## src/gpf_pkg.sv

```systemverilog
// Summary of operation
// - Start, end, carrier-extend and error propagation each go out as one special code group.
// - An idle is a comma in the even slot followed by the correcting or preserving odd code.
// - Configuration alternates two four-group sets: comma, marker, then the 16-bit word.
// - The receiver finds frames from ordered sets and drives GMII receive data, valid and error.
// - Enable rising in an even slot sends start of packet there, in place of the first preamble.
// - Enable rising in an odd slot finishes the idle first, then sends start in the next even slot.
// - A received start of packet is handed on as a preamble byte.
// - The preamble byte lost to idle completion is not recreated on receive.
// - Enable falling sends end of packet in the very next slot.
// - Alignment holds through the frame; end of packet in an even slot gets one carrier extend.
// - The first idle after a frame corrects when disparity is positive, later idles preserve.
// - The code-group stream goes to and comes from either the serial or the ten-bit path.
// - End of packet in an odd slot gets two carrier extends.
// - End of packet then two carrier extends gives one cycle of receive error with data 0x0F.
package gpf_pkg;

  // ----------------------------------------
  // code-group octets
  // ----------------------------------------
  localparam logic [7:0] GPF_K28_5 = 8'hBC;
  localparam logic [7:0] GPF_D5_6 = 8'hC5;
  localparam logic [7:0] GPF_D16_2 = 8'h50;
  localparam logic [7:0] GPF_D21_5 = 8'hB5;
  localparam logic [7:0] GPF_D2_2 = 8'h42;
  localparam logic [7:0] GPF_SOP = 8'hFB;
  localparam logic [7:0] GPF_EOP = 8'hFD;
  localparam logic [7:0] GPF_EXT = 8'hF7;
  localparam logic [7:0] GPF_ERR = 8'hFE;

  // ----------------------------------------
  // GMII values
  // ----------------------------------------
  localparam logic [7:0] GPF_PREAMBLE = 8'h55;
  localparam logic [7:0] GPF_FRAME_EXT = 8'h0F;

  // ----------------------------------------
  // config set slot indices and reset values
  // ----------------------------------------
  localparam logic [1:0] GPF_CFG_MARK = 2'h1;
  localparam logic [1:0] GPF_CFG_LOW = 2'h2;
  localparam logic [1:0] GPF_CFG_HIGH = 2'h3;
  localparam logic [1:0] GPF_CFG_IDX_RST = 2'h0;

  // ----------------------------------------
  // carriers
  // ----------------------------------------
  typedef struct packed {
    logic is_k;
    logic [7:0] data;
  } gpf_cg_s;

  typedef struct packed {
    logic dv;
    logic er;
    logic [7:0] d;
  } gpf_gmii_s;

  localparam int GPF_CG_W = $bits(gpf_cg_s);
  localparam gpf_cg_s GPF_CG_RST = '{is_k: 1'b1, data: GPF_K28_5};
  localparam gpf_gmii_s GPF_GMII_RST = '{dv: 1'b0, er: 1'b0, d: 8'h00};

  // ----------------------------------------
  // states
  // ----------------------------------------
  typedef enum logic [5:0] {
    GPF_TX_IDLE = 6'b000001,
    GPF_TX_CFG = 6'b000010,
    GPF_TX_SOP = 6'b000100,
    GPF_TX_DATA = 6'b001000,
    GPF_TX_EXT2 = 6'b010000,
    GPF_TX_EXT1 = 6'b100000
  } gpf_tx_e;

  typedef enum logic [3:0] {
    GPF_RX_IDLE = 4'b0001,
    GPF_RX_DATA = 4'b0010,
    GPF_RX_T = 4'b0100,
    GPF_RX_TR = 4'b1000
  } gpf_rx_e;

endpackage : gpf_pkg

```

## src/gpf_skid.sv

```systemverilog
`timescale 1ns/1ns
module gpf_skid
  import gpf_pkg::*;
(
  // clock and reset
  input wire logic clk,
  input wire logic rst_n,
  // filling side
  input wire logic in_valid,
  input gpf_cg_s in_data,
  output logic in_ready,
  // draining side
  output logic out_valid,
  output gpf_cg_s out_data,
  input wire logic out_ready
);

  gpf_cg_s head_r, head_nxt, tail_r, tail_nxt;
  logic head_vld_r, head_vld_nxt, tail_vld_r, tail_vld_nxt;
  logic push, pop;

  always_comb begin
    push = in_valid && !tail_vld_r;
    pop = head_vld_r && out_ready;
    head_nxt = head_r;
    tail_nxt = tail_r;
    head_vld_nxt = head_vld_r;
    tail_vld_nxt = tail_vld_r;
    if (pop) begin
      if (tail_vld_r) begin
        head_nxt = tail_r;
        tail_vld_nxt = 1'b0;
      end else begin
        head_nxt = in_data;
        head_vld_nxt = push;
      end
    end else if (push) begin
      if (head_vld_r) begin
        tail_nxt = in_data;
        tail_vld_nxt = 1'b1;
      end else begin
        head_nxt = in_data;
        head_vld_nxt = 1'b1;
      end
    end
  end

  always_ff @(posedge clk or negedge rst_n) begin
    if (!rst_n) begin
      head_r <= GPF_CG_RST;
      tail_r <= GPF_CG_RST;
      head_vld_r <= 1'b0;
      tail_vld_r <= 1'b0;
    end else begin
      head_r <= head_nxt;
      tail_r <= tail_nxt;
      head_vld_r <= head_vld_nxt;
      tail_vld_r <= tail_vld_nxt;
    end
  end

  assign in_ready = !tail_vld_r;
  assign out_valid = head_vld_r;
  assign out_data = head_r;

endmodule : gpf_skid

```

## src/gpf_framer.sv

```systemverilog
`timescale 1ns/1ns
module gpf_framer
  import gpf_pkg::*;
(
  // clock and reset
  input wire logic clk,
  input wire logic rst_n,
  // GMII transmit from the MAC
  input wire logic [7:0] gmii_txd,
  input wire logic gmii_tx_en,
  input wire logic gmii_tx_er,
  // configuration and disparity
  input wire logic cfg_en,
  input wire logic [15:0] cfg_word,
  input wire logic tx_rd_pos,
  input wire logic path_tbi,
  // transmit code groups to the encoder
  output logic tx_cg_valid,
  output gpf_cg_s tx_cg,
  input wire logic tx_cg_ready,
  output logic tx_path_tbi,
  // receive code groups from the decoder
  input gpf_cg_s rx_ser_cg,
  input gpf_cg_s rx_tbi_cg,
  // GMII receive to the MAC
  output gpf_gmii_s gmii_rx
);

  // ----------------------------------------
  // transmit engine
  // ----------------------------------------
  gpf_tx_e tx_st_r, tx_st_nxt;
  logic even_r, even_nxt;
  logic first_idle_r, first_idle_nxt;
  logic cfg_alt_r, cfg_alt_nxt;
  logic [1:0] cfg_idx_r, cfg_idx_nxt;
  logic path_r, path_nxt;
  logic adv, buf_in_ready;
  gpf_cg_s cg_out;

  function automatic gpf_cg_s mk_cg(input logic k, input logic [7:0] d);
    mk_cg = '{is_k: k, data: d};
  endfunction : mk_cg

  assign adv = buf_in_ready;

  always_comb begin
    tx_st_nxt = tx_st_r;
    first_idle_nxt = first_idle_r;
    cfg_alt_nxt = cfg_alt_r;
    cfg_idx_nxt = cfg_idx_r;
    cg_out = mk_cg(1'b1, GPF_K28_5);
    path_nxt = path_tbi;
    even_nxt = adv ? !even_r : even_r;
    case (tx_st_r)
      GPF_TX_IDLE: begin
        if (even_r) begin
          if (cfg_en) begin
            cg_out = mk_cg(1'b1, GPF_K28_5);
            cfg_idx_nxt = GPF_CFG_MARK;
            tx_st_nxt = GPF_TX_CFG;
          end else if (gmii_tx_en) begin
            cg_out = mk_cg(1'b1, GPF_SOP);
            tx_st_nxt = GPF_TX_DATA;
          end else begin
            cg_out = mk_cg(1'b1, GPF_K28_5);
          end
        end else begin
          cg_out = mk_cg(1'b0, (first_idle_r && tx_rd_pos) ? GPF_D5_6 : GPF_D16_2);
          first_idle_nxt = 1'b0;
          if (gmii_tx_en && !cfg_en) begin
            tx_st_nxt = GPF_TX_SOP;
          end
        end
      end
      GPF_TX_SOP: begin
        cg_out = mk_cg(1'b1, GPF_SOP);
        tx_st_nxt = GPF_TX_DATA;
      end
      GPF_TX_DATA: begin
        if (gmii_tx_en) begin
          cg_out = gmii_tx_er ? mk_cg(1'b1, GPF_ERR) : mk_cg(1'b0, gmii_txd);
        end else begin
          cg_out = mk_cg(1'b1, GPF_EOP);
          first_idle_nxt = 1'b1;
          tx_st_nxt = even_r ? GPF_TX_EXT1 : GPF_TX_EXT2;
        end
      end
      GPF_TX_EXT2: begin
        cg_out = mk_cg(1'b1, GPF_EXT);
        tx_st_nxt = GPF_TX_EXT1;
      end
      GPF_TX_EXT1: begin
        cg_out = mk_cg(1'b1, GPF_EXT);
        tx_st_nxt = GPF_TX_IDLE;
      end
      GPF_TX_CFG: begin
        case (cfg_idx_r)
          GPF_CFG_MARK: cg_out = mk_cg(1'b0, cfg_alt_r ? GPF_D2_2 : GPF_D21_5);
          GPF_CFG_LOW: cg_out = mk_cg(1'b0, cfg_word[7:0]);
          default: cg_out = mk_cg(1'b0, cfg_word[15:8]);
        endcase
        cfg_idx_nxt = cfg_idx_r + 2'h1;
        if (cfg_idx_r == GPF_CFG_HIGH) begin
          cfg_alt_nxt = !cfg_alt_r;
          tx_st_nxt = GPF_TX_IDLE;
        end
      end
      default: begin
        tx_st_nxt = GPF_TX_IDLE;
      end
    endcase
    if (!adv) begin
      tx_st_nxt = tx_st_r;
      first_idle_nxt = first_idle_r;
      cfg_alt_nxt = cfg_alt_r;
      cfg_idx_nxt = cfg_idx_r;
    end
  end

  always_ff @(posedge clk or negedge rst_n) begin
    if (!rst_n) begin
      tx_st_r <= GPF_TX_IDLE;
      even_r <= 1'b1;
      first_idle_r <= 1'b0;
      cfg_alt_r <= 1'b0;
      cfg_idx_r <= GPF_CFG_IDX_RST;
      path_r <= 1'b0;
    end else begin
      tx_st_r <= tx_st_nxt;
      even_r <= even_nxt;
      first_idle_r <= first_idle_nxt;
      cfg_alt_r <= cfg_alt_nxt;
      cfg_idx_r <= cfg_idx_nxt;
      path_r <= path_nxt;
    end
  end

  assign tx_path_tbi = path_r;

  // ----------------------------------------
  // output buffer, stall freezes the engine
  // ----------------------------------------
  gpf_skid u_skid (
    .clk(clk),
    .rst_n(rst_n),
    .in_valid(adv),
    .in_data(cg_out),
    .in_ready(buf_in_ready),
    .out_valid(tx_cg_valid),
    .out_data(tx_cg),
    .out_ready(tx_cg_ready)
  );

  // ----------------------------------------
  // receive engine
  // ----------------------------------------
  gpf_rx_e rx_st_r, rx_st_nxt;
  gpf_gmii_s rx_r, rx_nxt;
  gpf_cg_s rx_in;

  always_comb begin
    rx_in = path_r ? rx_tbi_cg : rx_ser_cg;
    rx_st_nxt = rx_st_r;
    rx_nxt = GPF_GMII_RST;
    case (rx_st_r)
      GPF_RX_IDLE: begin
        if (rx_in == mk_cg(1'b1, GPF_SOP)) begin
          rx_nxt = '{dv: 1'b1, er: 1'b0, d: GPF_PREAMBLE};
          rx_st_nxt = GPF_RX_DATA;
        end
      end
      GPF_RX_DATA: begin
        if (!rx_in.is_k) begin
          rx_nxt = '{dv: 1'b1, er: 1'b0, d: rx_in.data};
        end else if (rx_in.data == GPF_EOP) begin
          rx_st_nxt = GPF_RX_T;
        end else begin
          rx_nxt = '{dv: 1'b1, er: 1'b1, d: rx_in.data};
        end
      end
      GPF_RX_T: begin
        rx_st_nxt = (rx_in == mk_cg(1'b1, GPF_EXT)) ? GPF_RX_TR : GPF_RX_IDLE;
      end
      GPF_RX_TR: begin
        if (rx_in == mk_cg(1'b1, GPF_EXT)) begin
          rx_nxt = '{dv: 1'b0, er: 1'b1, d: GPF_FRAME_EXT};
        end
        rx_st_nxt = GPF_RX_IDLE;
      end
      default: begin
        rx_st_nxt = GPF_RX_IDLE;
      end
    endcase
  end

  always_ff @(posedge clk or negedge rst_n) begin
    if (!rst_n) begin
      rx_st_r <= GPF_RX_IDLE;
      rx_r <= GPF_GMII_RST;
    end else begin
      rx_st_r <= rx_st_nxt;
      rx_r <= rx_nxt;
    end
  end

  assign gmii_rx = rx_r;
endmodule : gpf_framer

```

## config.mk

```make
export PLATFORM = sky130hd
export DESIGN_NAME = gpf_framer
export DESIGN_NICKNAME = d
export VERILOG_FILES = /design/src/gpf_pkg.sv /design/src/gpf_skid.sv /design/src/gpf_framer.sv
export SDC_FILE = /design/constraint.sdc
export NUM_CORES = 1
export LEC_CHECK = 0
export ABC_AREA = 1
export BUFFER_PORTS_ARGS = -buffer_cell sky130_fd_sc_hd__buf_2
export CELL_PAD_IN_SITES_DETAIL_PLACEMENT = 2
export CELL_PAD_IN_SITES_GLOBAL_PLACEMENT = 2
export CORE_MARGIN = 5
export CORE_UTILIZATION = 32
export CTS_BUF_LIST = sky130_fd_sc_hd__clkbuf_4 sky130_fd_sc_hd__clkbuf_8
export CTS_CLUSTER_DIAMETER = 100
export DETAILED_ROUTE_END_ITERATION = 7
export PLACE_DENSITY_LB_ADDON = 0.1
export RECOVER_POWER = 25
export SYNTH_ARGS = -nofsm -noshare
export SYNTH_HDL_FRONTEND = slang
export SYNTH_SLANG_ARGS = --single-unit
```

## constraint.sdc

```tcl
create_clock -name clk -period 2.7 [get_ports clk]
set_input_delay 0.54 -clock clk [delete_from_list [all_inputs] [get_ports clk]]
set_output_delay 0.54 -clock clk [all_outputs]
set_load 0.01 [all_outputs]
```

==> results.sh, run 1 <==
export IMPL_syn_inst=396
export IMPL_reg2reg_depth=9
export IMPL_worst_skew_pair_late_latency_ns=0.30
export IMPL_cts_resized=0
export IMPL_ios=71
export IMPL_dr_pass1_iters=4
export IMPL_area_delta_synth_final_pct=19.5
export IMPL_ant_nets=0
export IMPL_crit_fanout=10
export IMPL_postPlaceCellArea_um2=3310
export IMPL_endpoint_kind="flip-flop"
export IMPL_synth_cell_types=31
export IMPL_num_vias=2817
export IMPL_design_power_total_mw=1.38
export IMPL_first_iter_violations=54
export IMPL_synth_warning_count=0
export IMPL_worstHoldStart="path_tbi"
export IMPL_finalCritPeriodShare=0.764
export IMPL_outcome="completed"
export IMPL_final_setup_viol_count=0
export IMPL_ys_seq_area_frac=0.412
export IMPL_hold_depth=1
export IMPL_antenna_cells=0
export IMPL_worstPathArrival_ns=2.24
export IMPL_start_util=0.327
export IMPL_grtUsageTotal=0.175
export IMPL_viasPerCell=4.87
export IMPL_drc=0
export IMPL_crit_path_cell_trace="inv_1 > ha_1 > inv_1 > nand3_1 > nand3_1 > nand2_1 > nand3_1 > o21ai_0 > nand2_1"
export IMPL_syn_avg_cell_area_um2=7.17
export IMPL_hpwl_mm=7.70
export IMPL_layout_cells_most_common="nand2_1"
export IMPL_rr_startpoint="cfg_idx_r[0]"
export IMPL_max_vdd_ir_drop_mv=0.181
export IMPL_rsz0062_at_grt="no"
export IMPL_r2r_slack_ns=0.64
export IMPL_worstSetupPathType="flip-flop to flip-flop"
export IMPL_finalHoldViolCount=0
export IMPL_synth_fp_nets=449
export IMPL_grt_pass1_vias=3189
export IMPL_maxSlewViolCount=0
export IMPL_hold_path_class="primary input to flip-flop"
export IMPL_worst_hold_slack_ns=0.336
export IMPL_cts_root_buf="clkbuf_8"
export IMPL_ys_seq_elements=46
export IMPL_setup_tns_ns=0
export IMPL_pre_cts_slack_ns=0.587
export IMPL_ctsHoldBuffers=0
export IMPL_layout_min_cycle_time_ns=2.06
export IMPL_max_freq_mhz=485
export IMPL_fin_ws_ns=0.638
export IMPL_startpoint_type="flip-flop"
export IMPL_antenna_found_initial=0
export IMPL_reg2reg_to="u_skid.out_data[1]"
export IMPL_final_cell_mix="118 x nand2_1, 69 x buf_2, 55 x inv_1"
export IMPL_drive_gt1_frac=0.262
export IMPL_max_stage_delay_ns=0.45
export IMPL_numPortBuffers=70
export IMPL_p_leak_nw=1.83
export IMPL_clkSlewWorstSetupHoldPaths_ns=0.10
export IMPL_slew_headroom=0.218
export IMPL_routed_wl_mm=9.33
export IMPL_maxCapViolCount=0
export IMPL_htree_levels=2
export IMPL_grt_max_degree=28
export IMPL_clock_path_buffers=2
export IMPL_cts_tree="built"
export IMPL_die_area_um2=10900
export IMPL_syn_cell_area_um2=2840
export IMPL_gp_congestion=0.792
export IMPL_gr_total_overflow=0
export IMPL_cpMaxStageDelayCell="ha_1"
export IMPL_core_um2=8680
export IMPL_cp_common_cell="nand3_1"
export IMPL_die_h_um=104
export IMPL_cts_sinks=46
export IMPL_worstMarginPinSlew_ns=1.17
export IMPL_finClkSkew_ns=0.0124
export IMPL_wl_per_cell_um=16.1
export IMPL_required_ns=2.88
export IMPL_fp_row_count=34
export IMPL_cts_buffers=5
export IMPL_post_cts_buffers=0
export IMPL_nets=522
export IMPL_die_width_um=104
export IMPL_final_cell_area_um2=3390
export IMPL_grt_pass1_wl_mm=15.5
export IMPL_hold_end="tx_path_tbi"
export IMPL_power_density_nw_per_um2=407
synth_stat cells:
library cell,count,area share
nand4_1,10,0.022
nand3_1,41,0.072
inv_2,2,0.0026
xnor2_1,1,0.0031
a21boi_0,1,0.0026
o21ai_0,21,0.037
nor3_4,1,0.0057
nand3_2,5,0.018
and2_1,1,0.0022
xor2_1,1,0.0031
nand2_1,118,0.16
o21ai_1,4,0.0071
or2_1,1,0.0022
a21boi_1,1,0.0026
dfstp_2,15,0.14
o21ai_2,8,0.025
ha_1,3,0.013
nand3b_1,1,0.0026
a21oi_1,13,0.023
buf_2,1,0.0018
nor2_4,4,0.016
buf_4,1,0.0026
dfrtp_1,31,0.27
inv_1,55,0.073
nor3_1,6,0.011
nor2_1,34,0.045
buf_6,3,0.012
o21a_1,3,0.0079
clkbuf_1,3,0.0040
nor2_2,4,0.0088
nand2_2,3,0.0066
worst max path at each step:
| stage | cells after the start | start | endpoint | slack [ns] |
|---|---|---|---|---|
| floorplan | 12 | cfg_idx_r[0] | u_skid.tail_r[5] | 1.03 |
| global placement | 9 | cfg_idx_r[0] | u_skid.out_data[0] | 0.65 |
| CTS | 9 | cfg_idx_r[0] | u_skid.out_data[1] | 0.56 |
| finish | 9 | cfg_idx_r[0] | u_skid.out_data[1] | 0.64 |
| global route | 9 | cfg_idx_r[0] | u_skid.out_data[0] | 0.39 |
| detailed placement | 9 | cfg_idx_r[0] | u_skid.out_data[1] | 0.59 |
layer usage:
metal | track usage | vias to the layer above | part of all wire
li1 | - | 1400 | -
met1 | 0.190 | 1354 | 0.41
met2 | 0.338 | 51 | 0.53
met3 | 0.0385 | 12 | 0.039
met4 | 0.0453 | 0 | 0.017
met5 | 0 | - | 0
area by class of cell:
type                            count  area, um2
Fill cell                        1098       5290
Timing Repair Buffer               74        377
Sequential cell                    46       1170
Inverter                           57        214
Multi-Input combinational cell    285       1400
Clock inverter                      1       8.76
Tap cell                          108        135
Clock buffer                        7       90.1
critical path, delay by kind of cell, from the launching register on:
kind / cells / cell delay [ns]
buffers and inverters: 2 / 0.26
and+or+nand+nor: 5 / 0.52
DFF: 1 / 0.42
AOI/OAI and AO/OA: 1 / 0.28
adders and majority gates: 1 / 0.45
power breakdown:
group / switching, mW / internal [mW] / total [mW]
Combinational: 0.116 / 0.0676 / 0.183
Clock: 0.251 / 0.222 / 0.473
Sequential: 0.0121 / 0.710 / 0.722
flip-flops by register name (all words and copies together), names as in the netlist, named ones only:
signal	flops
u_skid.out_data	9
first_idle_r	1
tx_st_r	6
gmii_rx	10
even_r	1
cfg_alt_r	1
cfg_idx_r	2
rx_st_r	4
u_skid.tail_r	9
tx_path_tbi	1
u_skid.out_valid	1
stage by stage:
step / util / std cells
2_1_floorplan: - / 396
3_3_place_gp: 0.381 / 570
3_5_place_dp: 0.381 / 570
4_1_cts: 0.393 / 578
5_1_grt: 0.391 / 578
6_report: 0.391 / 578
kinds of logic (layout without fill, tap and decap cells):
| family | count (synthesis) | count (layout) | share of synthesized area |
|---|---|---|---|
| AO/OA/AOI/OAI | 51 | 51 | 0.105 |
| XOR/XNOR | 2 | 2 | 0.00617 |
| adder cells (fa/ha/maj) | 3 | 3 | 0.0132 |
| buffers and inverters | 65 | 139 | 0.0957 |
| flip-flops | 46 | 46 | 0.412 |
| AND/OR/NAND/NOR | 229 | 229 | 0.368 |
Power figures use the tool's default switching activity.
==> run 2, diff against run 1 <==
--- a/config.mk
+++ b/config.mk
@@ -10,7 +10,7 @@
 export CELL_PAD_IN_SITES_DETAIL_PLACEMENT = 2
 export CELL_PAD_IN_SITES_GLOBAL_PLACEMENT = 2
 export CORE_MARGIN = 5
-export CORE_UTILIZATION = 32
+export CORE_UTILIZATION = 30
 export CTS_BUF_LIST = sky130_fd_sc_hd__clkbuf_4 sky130_fd_sc_hd__clkbuf_8
 export CTS_CLUSTER_DIAMETER = 100
 export DETAILED_ROUTE_END_ITERATION = 7
==> constraint.sdc (replaced) <==
create_clock -name clk -period 2.1 [get_ports clk]
set_input_delay 0.42 -clock clk [delete_from_list [all_inputs] [get_ports clk]]
set_output_delay 0.42 -clock clk [all_outputs]
set_load 0.01 [all_outputs]
==> results.sh, run 2 (synthesis gave the netlist of run 1 again) <==
export IMPL_worst_hold_slack_ns=0.214
export IMPL_hold_path_class="primary input to flip-flop"
export IMPL_place_inst=595
export IMPL_p_leak_nw=1.85
export IMPL_die_h_um=107
export IMPL_die_width_um=107
export IMPL_finalCritPeriodShare=0.885
export IMPL_clkSlewWorstSetupHoldPaths_ns=0.10
export IMPL_worstPathArrival_ns=2.11
export IMPL_ctsHoldBuffers=0
export IMPL_die_area_um2=11500
export IMPL_nets=526
export IMPL_cts_root_buf="clkbuf_8"
export IMPL_cts_buffers=5
export IMPL_crit_family="simple AND/OR/NAND/NOR gates"
export IMPL_drive_gt1_frac=0.268
export IMPL_crit_path_cell_trace="inv_1 > ha_1 > buf_4 > nor2_1 > nand2_1 > nand2_1 > nand2_1 > nand3_1 > nor2_1 > nand3_1 > nand2_1 > nand2_1"
export IMPL_max_vdd_ir_drop_mv=0.198
export IMPL_cts_sinks=46
export IMPL_endpoint_kind="flip-flop"
export IMPL_grt_pass1_vias=3268
export IMPL_grt_pass1_wl_mm=15.7
export IMPL_maxCapViolCount=0
export IMPL_cpMaxStageDelayCell="dfrtp_1"
export IMPL_grt_max_degree=27
export IMPL_ant_nets=0
export IMPL_crit_buf_inv=2
export IMPL_worstMarginPinSlew_ns=1.25
export IMPL_routed_wl_mm=9.07
export IMPL_gr_total_overflow=0
export IMPL_finClkSkew_ns=0.0101
export IMPL_layout_min_cycle_time_ns=1.86
export IMPL_final_setup_viol_count=0
export IMPL_worst_skew_pair_late_latency_ns=0.30
export IMPL_crit_fanout=9
export IMPL_antenna_cells=0
export IMPL_worstSetupPathType="flip-flop to flip-flop"
export IMPL_wl_per_cell_um=15.0
export IMPL_maxSlewViolCount=0
export IMPL_fillers=1156
export IMPL_slew_headroom=0.170
export IMPL_rsz0062_at_grt="no"
export IMPL_power_density_nw_per_um2=503
export IMPL_viasPerCell=4.74
export IMPL_finalHoldViolCount=0
export IMPL_largest_reg_flops=10
export IMPL_grtUsageTotal=0.169
export IMPL_clock_path_buffers=2
export IMPL_htree_levels=2
export IMPL_r2r_slack_ns=0.24
export IMPL_start_util=0.307
export IMPL_max_stage_delay_ns=0.43
export IMPL_num_vias=2860
export IMPL_gp_congestion=0.787
export IMPL_core_um2=9240
export IMPL_cts_tree="built"
export IMPL_final_cell_mix="118 x nand2_1, 69 x buf_2, 55 x inv_1"
export IMPL_required_ns=2.35
export IMPL_max_freq_mhz=538
export IMPL_fp_row_count=35
export IMPL_layout_cells_most_common="nand2_1"
export IMPL_final_cell_count_no_fill=603
export IMPL_cp_common_cell="nand2_1"
export IMPL_postPlaceCellArea_um2=3380
export IMPL_drc=0
export IMPL_area_delta_synth_final_pct=22.0
export IMPL_numPortBuffers=70
export IMPL_antenna_found_initial=0
export IMPL_hpwl_mm=7.57
export IMPL_setup_tns_ns=0
export IMPL_startpoint_type="flip-flop"
export IMPL_first_iter_violations=84
export IMPL_final_cell_area_um2=3460
export IMPL_outcome="completed"
export IMPL_ios=71
export IMPL_dr_pass1_iters=4
run 2: final timing paths:
kind,startpoint,to,cells past startpoint
setup / recovery,cfg_idx_r[0],u_skid.out_data[3],12
hold / removal,path_tbi,tx_path_tbi,1
setup reg to reg,cfg_idx_r[0],u_skid.out_data[3],12
hold reg to reg,u_skid.out_data[3],u_skid.out_data[3],2
max in group asynchronous,rst_n,cfg_idx_r[0],2
min in group asynchronous,rst_n,u_skid.out_data[1],1
run 2: power breakdown:
group / internal (mW) / switching, mW / total (mW)
Sequential: 0.913 / 0.0125 / 0.925
Combinational: 0.0883 / 0.146 / 0.234
Clock: 0.266 / 0.317 / 0.582
run 2: per-stage QoR:
step / total power, mW / utilization / setup WS (ns)
4_1_cts: 1.78 / 0.376 / 0.201
2_1_floorplan: 1.08 / - / 0.432
5_1_grt: 1.85 / 0.375 / 0.0130
3_5_place_dp: 1.19 / 0.365 / 0.211
6_report: 1.74 / 0.375 / 0.241
3_3_place_gp: 1.18 / 0.365 / 0.249
run 2: layout make-up:
type | instances | area, um2 | area share
Sequential cell | 46 | 1170 | 0.338
Multi-Input combinational cell | 285 | 1400 | 0.405
Inverter | 57 | 214 | 0.0618
Timing Repair Buffer | 78 | 419 | 0.121
Clock buffer | 6 | 82.6 | 0.0239
Tap cell | 129 | 161 | 0.0466
Clock inverter | 2 | 12.5 | 0.00362
run 2: layer usage:
metal | vias up | GRT usage | part of all wire
li1 | 1413 | - | -
met1 | 1389 | 0.192 | 0.42
met2 | 48 | 0.320 | 0.53
met3 | 10 | 0.0342 | 0.039
met4 | 0 | 0.0438 | 0.017
met5 | - | 0 | 0
run 2: worst register-to-register path, cell delays in order (launching register included):
cell	delay (ns)
dfrtp_1	0.43
inv_1	0.07
ha_1	0.30
buf_4	0.17
nor2_1	0.23
nand2_1	0.10
nand2_1	0.07
nand2_1	0.06
nand3_1	0.09
nor2_1	0.07
nand3_1	0.08
nand2_1	0.08
nand2_1	0.06
run 2: what timing repair did:
| action | CTS | global route |
|---|---|---|
| buffers inserted | 0 | 0 |
| endpoints found under the setup margin | 0 | 3 |
| gates resized for setup | 0 | 1 |
| hold endpoints to repair | 0 | 0 |
